<file path="src/sars_regs.vh">
// Constants for the successive-approximation converter readout block
`ifndef SARS_REGS_VH
`define SARS_REGS_VH
`define SARS_CODE_W        18
`define SARS_MSB           17
`define SARS_CLK_PERIOD_NS 10
`define SARS_CONV_TIME_NS  360
`define SARS_CONV_CYCLES   ((`SARS_CONV_TIME_NS + `SARS_CLK_PERIOD_NS - 1) / `SARS_CLK_PERIOD_NS)
`define SARS_STEP_CYCLES   (`SARS_CONV_CYCLES / `SARS_CODE_W)
`define SARS_STEP_CNT_W    5
`define SARS_BIT_CNT_W     5
`define SARS_GAIN_NUM      13
`define SARS_GAIN_SHIFT    4
`endif

</file>
<file path="src/sars_adc_readout.v">
// Conversion control and serial readout of an 18-bit converter
`timescale 1ns/10ps
`default_nettype none
`include "sars_regs.vh"

module sars_adc_readout (
  input  wire                     clock,
  input  wire                     reset_n,
  input  wire                     convertStart,
  input  wire                     serialClock,
  input  wire                     readEnableOrUpstreamIn,
  input  wire                     chainSelect,
  input  wire                     compressionStrap,
  input  wire                     compareIn,
  output reg  [`SARS_MSB:0]       capDacTrial,
  output reg                      busy,
  output reg                      poweredUp,
  output reg                      serialOut,
  output wire                     serialOutEnable_n
);

  localparam ST_IDLE = 2'b00;
  localparam ST_CONV = 2'b01;
  localparam ST_DONE = 2'b10;
  localparam [`SARS_BIT_CNT_W-1:0]          LAST_BIT = `SARS_MSB;
  localparam [`SARS_MSB+`SARS_GAIN_SHIFT:0] GAIN_NUM = `SARS_GAIN_NUM;

  reg  [1:0]                   cnvSync;
  reg                          cnvLast;
  reg  [1:0]                   sckSync;
  reg                          sckLast;
  reg  [1:0]                   rdSync;
  reg  [1:0]                   chainSync;
  reg  [1:0]                   strapSync;
  reg  [1:0]                   state;
  reg  [`SARS_STEP_CNT_W-1:0]  stepCnt;
  reg  [`SARS_BIT_CNT_W-1:0]   bitIdx;
  reg  [`SARS_MSB:0]           sarCode;
  reg  [`SARS_MSB:0]           shiftReg;
  wire                         cnvRise;
  wire                         sckRise;
  wire                         stepTick;
  wire [`SARS_MSB:0]           trialCode;
  wire [`SARS_MSB:0]           finalCode;
  wire [`SARS_MSB:0]           resolvedCode;
  wire                         lastStep;

  function [`SARS_MSB:0] flip_sign;
    input [`SARS_MSB:0] code;
    begin
      // Offset binary to two's complement
      flip_sign = {~code[`SARS_MSB], code[`SARS_MSB-1:0]};
    end
  endfunction

  function [`SARS_MSB:0] compress;
    input [`SARS_MSB:0] twosCode;
    reg   [`SARS_MSB+`SARS_GAIN_SHIFT:0] prod;
    begin
      // Signed scale by gain ratio about zero code
      prod     = {{`SARS_GAIN_SHIFT{twosCode[`SARS_MSB]}}, twosCode} * GAIN_NUM;
      compress = prod[`SARS_MSB+`SARS_GAIN_SHIFT:`SARS_GAIN_SHIFT];
    end
  endfunction

  assign cnvRise      = cnvSync[1] & ~cnvLast;
  assign sckRise      = sckSync[1] & ~sckLast;
  assign stepTick     = (stepCnt == `SARS_STEP_CYCLES - 1);
  assign lastStep     = (state == ST_CONV) && stepTick && (bitIdx == 0);
  assign trialCode    = sarCode | ({{`SARS_MSB{1'b0}}, 1'b1} << bitIdx);
  // Comparator decision applied to the current trial
  assign resolvedCode = compareIn ? trialCode : sarCode;
  // Two's complement result, compressed when strap low
  assign finalCode    = strapSync[1] ? flip_sign(resolvedCode)
                      : compress(flip_sign(resolvedCode));

  // Normal mode: driven while enable low; chain mode: always driven
  assign serialOutEnable_n = chainSync[1] ? 1'b0 : rdSync[1];

  // Convert pin synchroniser
  always @(posedge clock or negedge reset_n) begin
    if (!reset_n) begin
      cnvSync <= 2'b00;
      cnvLast <= 1'b0;
    end else begin
      cnvSync <= {cnvSync[0], convertStart};
      cnvLast <= cnvSync[1];
    end
  end

  // Serial clock synchroniser
  always @(posedge clock or negedge reset_n) begin
    if (!reset_n) begin
      sckSync <= 2'b00;
      sckLast <= 1'b0;
    end else begin
      sckSync <= {sckSync[0], serialClock};
      sckLast <= sckSync[1];
    end
  end

  // Shared pin synchroniser
  always @(posedge clock or negedge reset_n) begin
    if (!reset_n) begin
      rdSync <= 2'b11;
    end else begin
      rdSync <= {rdSync[0], readEnableOrUpstreamIn};
    end
  end

  // Chain select synchroniser
  always @(posedge clock or negedge reset_n) begin
    if (!reset_n) begin
      chainSync <= 2'b00;
    end else begin
      chainSync <= {chainSync[0], chainSelect};
    end
  end

  // Strap synchroniser
  always @(posedge clock or negedge reset_n) begin
    if (!reset_n) begin
      strapSync <= 2'b11;
    end else begin
      strapSync <= {strapSync[0], compressionStrap};
    end
  end

  // Conversion sequencer
  always @(posedge clock or negedge reset_n) begin
    if (!reset_n) begin
      state       <= ST_IDLE;
      stepCnt     <= {`SARS_STEP_CNT_W{1'b0}};
      bitIdx      <= {`SARS_BIT_CNT_W{1'b0}};
      sarCode     <= {`SARS_CODE_W{1'b0}};
      capDacTrial <= {`SARS_CODE_W{1'b0}};
      busy        <= 1'b0;
      poweredUp   <= 1'b0;
    end else begin
      case (state)
        ST_IDLE, ST_DONE: begin
          if (cnvRise) begin
            state       <= ST_CONV;
            poweredUp   <= 1'b1;
            busy        <= 1'b1;
            stepCnt     <= {`SARS_STEP_CNT_W{1'b0}};
            bitIdx      <= LAST_BIT;
            sarCode     <= {`SARS_CODE_W{1'b0}};
            capDacTrial <= {1'b1, {`SARS_MSB{1'b0}}};
          end
        end
        ST_CONV: begin
          if (stepTick) begin
            stepCnt <= {`SARS_STEP_CNT_W{1'b0}};
            sarCode <= resolvedCode;
            if (bitIdx == 0) begin
              state     <= ST_DONE;
              busy      <= 1'b0;
              poweredUp <= 1'b0;
            end else begin
              bitIdx      <= bitIdx - 1'b1;
              capDacTrial <= resolvedCode
                           | ({{`SARS_MSB{1'b0}}, 1'b1} << (bitIdx - 1'b1));
            end
          end else begin
            stepCnt <= stepCnt + 1'b1;
          end
        end
        default: begin
          state <= ST_IDLE;
        end
      endcase
    end
  end

  // Result load at conversion end, shift on each serial clock rise outside conversion except in a convert start cycle
  always @(posedge clock or negedge reset_n) begin
    if (!reset_n) begin
      shiftReg  <= {`SARS_CODE_W{1'b0}};
      serialOut <= 1'b0;
    end else if (lastStep) begin
      shiftReg  <= finalCode;
      serialOut <= finalCode[`SARS_MSB];
    end else if (state != ST_CONV && !cnvRise && sckRise) begin
      // Chain mode takes upstream data into the low end
      shiftReg  <= {shiftReg[`SARS_MSB-1:0], chainSync[1] & rdSync[1]};
      serialOut <= shiftReg[`SARS_MSB-1];
    end
  end

endmodule // sars_adc_readout
`default_nettype wire

</file>
<file path="config.mk">
export PLATFORM = sky130hd
export DESIGN_NAME = sars_adc_readout
export DESIGN_NICKNAME = d
export VERILOG_FILES = /design/src/sars_adc_readout.v
export VERILOG_INCLUDE_DIRS = /design/src
export SDC_FILE = /design/constraint.sdc
export NUM_CORES = 1
export LEC_CHECK = 0
export BUFFER_PORTS_ARGS = -buffer_cell sky130_fd_sc_hd__buf_2
export CAP_MARGIN = 20
export CELL_PAD_IN_SITES_DETAIL_PLACEMENT = 0
export CELL_PAD_IN_SITES_GLOBAL_PLACEMENT = 1
export CORE_MARGIN = 2
export CORE_UTILIZATION = 29
export CTS_CLUSTER_SIZE = 30
export DETAILED_ROUTE_END_ITERATION = 12
export GPL_TIMING_DRIVEN = 0
export PLACE_DENSITY_LB_ADDON = 0.1
export SLEW_MARGIN = 10
export SYNTH_ARGS = -nofsm -noshare
export SYNTH_HDL_FRONTEND = slang
export SYNTH_SLANG_ARGS = --single-unit
</file>
<file path="constraint.sdc">
create_clock -name clock -period 9 [get_ports clock]
set_input_delay 0.9 -clock clock [delete_from_list [all_inputs] [get_ports clock]]
set_output_delay 0.9 -clock clock [all_outputs]
set_load 0.02 [all_outputs]
</file>
---- Yosys cells after proc, flatten, opt, wreduce, memory -nomap -nowiden ----
Cells that the tools add are included.
Widths: inputs -> output; s select.
cells by class
  equal/unequal tests ..................... 8
  bitwise operators ....................... 8
  reduce and logical (&&, ||, !) cells .... 15
  shifts and indexed selects .............. 2
  add/subtract/negate cells ............... 2
  multiply operators ...................... 1
  multiplexer cells ....................... 29
operators by type and width
  operator               number
  $mux 18                7
  $pmux 18 s2            2
  $or 18x18->18          2
  $shl 1x5->18 const A   2
  $mux 17                2
  $mux 5                 5
  $mul 22x4->22 const B  1
  $pmux 5 s2             2
  $reduce_and 4->1       2
  $mux 1                 6
  $mux 2                 3
  $ne 2x2->1 const B     3
  $reduce_and 3->1       2
  $add 5x1->5 const B    1
  $eq 5x1->1 const B     1
  $logic_not 5->1        1
  $sub 5x1->5 const B    1
  $logic_and 1x1->1      4
  $ne 2x1->1 const B     2
  $pmux 2 s2             1
  $reduce_bool 2->1      2
  $and 1x1->1            3
  $not 1->1              3
  $eq 2x1->1 const B     1
  6 further kinds        6
word-level totals
  register bits after elaboration ......... 79
  output and inout port bits .............. 22
  logic and storage cells ................. 80

---- Depth between registers and ports, before layout ----
Gate-level depths: netlist (run 1).
  depth in word-level cells ............... 7
  gate-level depth with buffers ........... 18

---- Least setup slack after synthesis (run 1) ----
OpenSTA, ideal clock, no wires.
  path type ............................... input -> register
  from .................................... in compareIn
  to ...................................... reg shiftReg[14]
  arrival ................................. 4.056 ns
  stages .................................. 11
  buffers on the path ..................... 0
  path slack .............................. 4.824 ns
  path through ............................ nor4bb_1 a21o_1 ha_1 fa_1 ha_1 a21o_1 a2111oi_2 a211oi_1 or4b_1 mux2i_1 nor2_1
on the way
  word-level cells in the longest chain between the ends .. 5
ends and longest elaborated chain
  what                  line                    RTL
  from (decl)           sars_adc_readout.v:14   input wire compareIn,
  $mux 18 *             sars_adc_readout.v:72   assign resolvedCode = compareIn ? trialCode : sarCode;
  $not 1->1             sars_adc_readout.v:52   flip_sign = {~code[`SARS_MSB], code[`SARS_MSB-1:0]};
  $mul 22x4->22         sars_adc_readout.v:61   prod = {{`SARS_GAIN_SHIFT{twosCode[`SARS_MSB]}}, twosCode} * GAIN_NUM;
  $mux 18 *             sars_adc_readout.v:74   assign finalCode = strapSync[1] ? flip_sign(resolvedCode)
  $mux 17 *             sars_adc_readout.v:181  end else if (lastStep) begin
  to (signal assigned)  sars_adc_readout.v:179  shiftReg <= {`SARS_CODE_W{1'b0}};
  to (signal assigned)  sars_adc_readout.v:182  shiftReg <= finalCode;
  to (signal assigned)  sars_adc_readout.v:186  shiftReg <= {shiftReg[`SARS_MSB-1:0], chainSync[1] & rdSync[1]};
  to (decl)             sars_adc_readout.v:39   reg [`SARS_MSB:0] shiftReg;
Every way passes the cells marked *; elsewhere a longest branch is shown, timed or not.
A chain may end at the register's enable or synchronous reset.

---- Final worst setup path (run 1) ----
  from .................................... reg bitIdx[0]
  to ...................................... reg shiftReg[14]
on the way
  word-level cells in the longest chain between the ends .. 7
ends and longest elaborated chain
  what                    line                    RTL
  from (decl)             sars_adc_readout.v:37   reg [`SARS_BIT_CNT_W-1:0] bitIdx;
  from (signal assigned)  sars_adc_readout.v:134  bitIdx <= {`SARS_BIT_CNT_W{1'b0}};
  from (signal assigned)  sars_adc_readout.v:161  bitIdx <= bitIdx - 1'b1;
  $shl 1x5->18            sars_adc_readout.v:70   assign trialCode = sarCode | ({{`SARS_MSB{1'b0}}, 1'b1} << bitIdx);
  $or 18x18->18           sars_adc_readout.v:70
  $mux 18                 sars_adc_readout.v:72
  $not 1->1               sars_adc_readout.v:52
  $mul 22x4->22           sars_adc_readout.v:61
  $mux 18                 sars_adc_readout.v:74
  $mux 17                 sars_adc_readout.v:181
Parallel ways exist; a longest one is shown, timed or not.

==> results of run 1 <==
-- power groups by stage --
stage,Sequential [W],Combinational [W],Clock (W)
finish,0.000525,0.000900,0.000370
floorplan,0.000556,0.000597,0
global route,0.000540,0.00101,0.000393
global placement,0.000528,0.000902,0
CTS,0.000525,0.000914,0.000381
detailed placement,0.000530,0.000910,0
-- worst max path at each step --
stage | from | slack, ns | cells after the start | end
floorplan | compareIn | 4.82 | 11 | shiftReg[14]$_DFFE_PN0P_
CTS | bitIdx[0]$_DFFE_PN0P_ | 4.14 | 12 | shiftReg[12]$_DFFE_PN0P_
global route | bitIdx[0]$_DFFE_PN0P_ | 3.97 | 14 | shiftReg[11]$_DFFE_PN0P_
detailed placement | compareIn | 3.93 | 11 | shiftReg[12]$_DFFE_PN0P_
global placement | compareIn | 3.92 | 11 | shiftReg[12]$_DFFE_PN0P_
finish | bitIdx[0]$_DFFE_PN0P_ | 4.25 | 13 | shiftReg[14]$_DFFE_PN0P_
-- registers in the layout (all words and copies together), names as in the netlist, 5 cells and up --
register,flops
bitIdx,5
sarCode,18
stepCnt,5
shiftReg,17
capDacTrial,18
-- area by class of cell --
type / instances / area (sq um)
Fill cell: 1971 / 12400
Tap cell: 234 / 293
Clock inverter: 7 / 71.3
Inverter: 32 / 120
Sequential cell: 79 / 1980
Buffer: 37 / 171
Timing Repair Buffer: 30 / 168
Multi-Input combinational cell: 453 / 3190
Clock buffer: 9 / 225
-- per-stage QoR --
| stage | util, % | setup WS [ns] |
|---|---|---|
| floorplan | - | 4.82 |
| global placement | 31.8 | 3.92 |
| detailed placement | 31.9 | 3.93 |
| CTS | 33.5 | 4.14 |
| global route | 33.5 | 3.97 |
| finish | 33.5 | 4.25 |
-- cell usage in the layout, fill, tap and decap left out, drive strengths merged, types with 21 or more instances in the layout --
cell / instances
a21o: 21
a21oi: 43
buf: 45
clkbuf: 31
dfrtp: 75
ha: 41
inv: 33
nand2: 58
nand3: 40
nor2: 44
o21ai: 43
-- cell families after synthesis --
| family | synth area share (%) |
|---|---|
| muxes | 2.86 |
| DFF | 36.3 |
| AOI/OAI and AO/OA | 18.6 |
| xor gates and xnor gates | 2.24 |
| and+or+nand+nor | 19.4 |
| adders and majority gates | 15.3 |
| buffers and inverters | 5.34 |
-- per-layer routing --
layer | GRT usage [%] | part of all wire (%) | up-vias
met5 | 0 | 0 | -
met4 | 2.42 | 0.86 | 0
met3 | 3.78 | 4.3 | 13
met2 | 27.4 | 45 | 114
met1 | 24.3 | 49 | 2275
li1 | - | - | 2229
==> reports/metrics.cfg, run 1 <==
[floorplanning]
dieHeight_um=141
row_count=50
coreArea_sq_um=18600
die_area_sq_um=20000
initial_core_util_pct=29.4
pin_count=30
die_w_um=141

[global_route]
grt_pass1_wl_um=26200
grt_pass1_vias=4538
antenna_found_initial=0
globalRouteOverflowTotal=0
grt_max_degree=42
grt_usage_pct=17.1

[timing]
setup_violations=0
rsz0062_at_grt=false
maxSlewViolCount=0
finalClockSkew_ns=0.00707
holdWs_ns=0.349
fin_crit_sh_pct=52.8
worst-slew-pin-transition_ns=0.841
fmax_ghz=0.210
period_minus_slack_ns=4.75
hold_violations=0
fin_setup_tns_ns=0
slew_headroom_pct=43.2

[setup_path]
path_cells=inv_1, ha_1, clkbuf_1, a21o_1, ha_1, fa_1, ha_1, a21o_1, a2111oi_2, a211oi_1, or4b_1, mux2i_1, nor2_1
cp_common_cell=ha_1
cp_top_family=adder cells
crit_type=register to register
startpoint_type=register
r2r-end=shiftReg[14]$_DFFE_PN0P_
slowest_delay_ns=0.49
r2r-start=bitIdx[0]$_DFFE_PN0P_
critical_path_required_ns=9.22
crit_buf_inv=2
worst_path_max_delay_cell=clkbuf_1
crit_fanout=10
critPathCaptureType=register
reg2reg_depth=13
cp.arrival_ns=4.98
timing.reg2reg.setup_slack_ns=4.25

[synth]
syn_avg_cell_area_sq_um=9.09
ys_top_cells_by_area=dfrtp_1 (34%), ha_1 (9.4%), fa_1 (5.9%)
synth.distinct_cells=68
synth-seq-cells=79
synthMostInstantiatedCell=dfrtp_1
yosysSeqAreaShare_pct=36.3
syn_area_sq_um=5460
synthFlopType=dfrtp_1
syn_inst=601
syn_nets=666
yosysWarnings=0
synth_top_area_cell=dfrtp_1
synth_common_cells=dfrtp_1 (75), nand2_1 (58), a21oi_1 (43), ha_1 (41), nor2_1 (41)
synth_edf_count=0
async_flop_share_pct=100
yosysTopAreaCellShare_pct=34.4

[clock_network]
clk_pin_slew_ns=0.06
cts.sinks=79
cts_max_level=3
ctsHoldBuffers=0
cts_tree=built
clock-root-buffer=clkbuf_16
ctsResizeCount=0
postCtsSetupBuffers=0
clock_latency_ns=0.34
clockBufferDepth=2
cts_buffers=9

[power_and_ir_drop]
p_leak_nw=3.11
p_seq_share_pct=29.2
combPwrFrac_pct=50.1
switching_share_pct=45.2
cellPowerDensity_nw_per_um2=289
clock_power_share_pct=20.6
p_int_w=0.000983
ir_drop_v=0.000111
finalPower_w=0.00180
power.switching_w=0.000812

[cells_and_area]
antenna_cells=0
drive_gt1_share_pct=12.5
final-instance-count-excl-fill=881
areaGrowthSynthToFinish_pct=13.9
fin_nets=707
stdcell_area_sq_um=6220

[outcome]
status=complete, no violations

[route]
num_vias=4631
antenna_left=0
totalWireLength_um=16600
dr.pass1.iters=5
avgViaCountPerCell=5.26
dr.first_iter.drc_count=204
drc_errors=0
wire_per_inst_um=18.8

[hold_path]
hold_path_startpoint=sckSync[0]$_DFF_PN0_
hold_class=register to register
min_to=sckSync[1]$_DFF_PN0_
min_path_cells=0

[flow_run]
drv_cap=0

[placed_design]
place_area_sq_um=5920
dp.cells=865
io_buffers=29
dp_hpwl_um=13000
gp_congestion=0.792

Power figures use the tool's default switching activity.
==> inputs of run 2 (changes only) <==
==> constraint.sdc (replaced) <==
create_clock -name clock -period 4.4 [get_ports clock]
set_input_delay 0.44 -clock clock [delete_from_list [all_inputs] [get_ports clock]]
set_output_delay 0.44 -clock clock [all_outputs]
set_load 0.02 [all_outputs]
==> reports/metrics.cfg, run 2 (same netlist as run 1, synthesis figures left out) <==
[outcome]
status=complete, no violations

[clock_network]
cts_max_level=3
cts.sinks=79
ctsResizeCount=15
clockBufferDepth=2
postCtsSetupBuffers=0
clk_pin_slew_ns=0.06
cts_buffers=9
cts_tree=built
ctsHoldBuffers=0
clock_latency_ns=0.34
clock-root-buffer=clkbuf_16

[timing]
fmax_ghz=0.238
rsz0062_at_grt=false
finalClockSkew_ns=0.00630
maxSlewViolCount=0
worst-slew-pin-transition_ns=0.853
fin_setup_tns_ns=0
setup_violations=0
fin_crit_sh_pct=95.4
period_minus_slack_ns=4.20
hold_violations=0
slew_headroom_pct=42.3
worst_slack_ns=0.204

[floorplanning]
die_w_um=141
die_area_sq_um=20000
dieHeight_um=141
pin_count=30
row_count=50
coreArea_sq_um=18600
initial_core_util_pct=29.4

[cells_and_area]
fin_nets=704
final_common_cell=dfrtp_1
final_cell_mix=dfrtp_1 (73), nand2_1 (58), nor2_1 (41)
fillCellCount=1962
antenna_cells=0
utilization_pct=34.0
areaGrowthSynthToFinish_pct=15.6
drive_gt1_share_pct=15.8
reg_top3=capDacTrial x18, sarCode x18, shiftReg x17

[global_route]
grt_pass1_vias=4552
grt_pass1_wl_um=26300
grt_usage_pct=17.2
antenna_found_initial=0
grt_max_degree=42
globalRouteOverflowTotal=0

[setup_path]
critical_path_required_ns=4.62
crit_fanout=10
critPathCaptureType=register
cp.arrival_ns=4.42
startpoint_type=register
crit_type=register to register

[placed_design]
gp_congestion=0.792
dp_hpwl_um=13000
dp_slack_ns=-0.400
io_buffers=29

[route]
dr.first_iter.drc_count=277
num_vias=4643
wire_per_inst_um=19.0
dr.pass1.iters=6
avgViaCountPerCell=5.29
antenna_left=0
drc_errors=0
totalWireLength_um=16700

[power_and_ir_drop]
power.switching_w=0.00169
clock_power_share_pct=20.2
p_int_w=0.00205
ir_drop_v=0.000229
switching_share_pct=45.2
p_leak_nw=3.11
combPwrFrac_pct=50.9
finalPower_w=0.00374
cellPowerDensity_nw_per_um2=591
p_seq_share_pct=28.8

[hold_path]
hold_class=primary input to async pin

[flow_run]
drv_cap=0

run 2: final cells by class:
type	count	area, sq um	share of cell area (%)
plain buffers	34	174	2.75
clock buffers	9	225	3.57
clock inverters	7	71.3	1.13
inverters	32	120	1.90
multi-input cells	453	3280	51.9
flip-flops and latches	79	1980	31.4
well taps	234	293	4.64
repair buffers	30	168	2.66
run 2: worst paths after layout:
path                                   startpoint                        to  slack, ns  depth (start not counted)
max in group asynchronous                 reset_n     bitIdx[1]$_DFFE_PN0P_       3.70                          2
min in group clock         readEnableOrUpstreamIn       rdSync[0]$_DFF_PN1_       0.20                          1
max                         bitIdx[1]$_DFFE_PN0P_  shiftReg[14]$_DFFE_PN0P_       0.20                         13
min reg2reg                  sckSync[0]$_DFF_PN0_      sckSync[1]$_DFF_PN0_       0.35                          0
max reg2reg                 bitIdx[1]$_DFFE_PN0P_  shiftReg[14]$_DFFE_PN0P_       0.20                         13
min                                       reset_n    stepCnt[1]$_DFFE_PN0P_       0.08                          1
run 2: power groups by stage:
stage	combinational, W	sequential (W)	clock [W]
4_1_cts	0.00190	0.00108	0.000780
3_5_place_dp	0.00186	0.00108	0
5_1_grt	0.00213	0.00111	0.000804
3_3_place_gp	0.00185	0.00108	0
2_1_floorplan	0.00122	0.00114	0
6_report	0.00190	0.00108	0.000756
run 2: through the flow:
stage	hold slack (ns)	instance area [sq um]	std cells
after global placement	0.335	5900	864
after CTS	0.0953	6260	880
after global routing	0.115	6310	878
after floorplan	0.144	5460	601
final	0.0777	6310	878
after detailed placement	0.337	5920	865
run 2: worst max-delay path, stage by stage, from the launching register on:
cell       delay [ns]
dfrtp_2          0.45
inv_1            0.14
ha_2             0.29
clkbuf_4         0.26
a21o_2           0.23
ha_1             0.27
fa_1             0.53
ha_2             0.32
a21o_1           0.26
a2111oi_4        0.41
a211oi_1         0.16
or4b_1           0.48
mux2i_1          0.19
nor2_1           0.07
run 2: routing by layer:
layer  track usage (%)  vias to the layer above  share of wire [%]
li1                  -                     2222                  -
met1              24.3                     2281                 49
met2              27.7                      127                 45
met3              3.78                       13                5.1
met4              2.42                        0               0.85
met5                 0                        -                  0
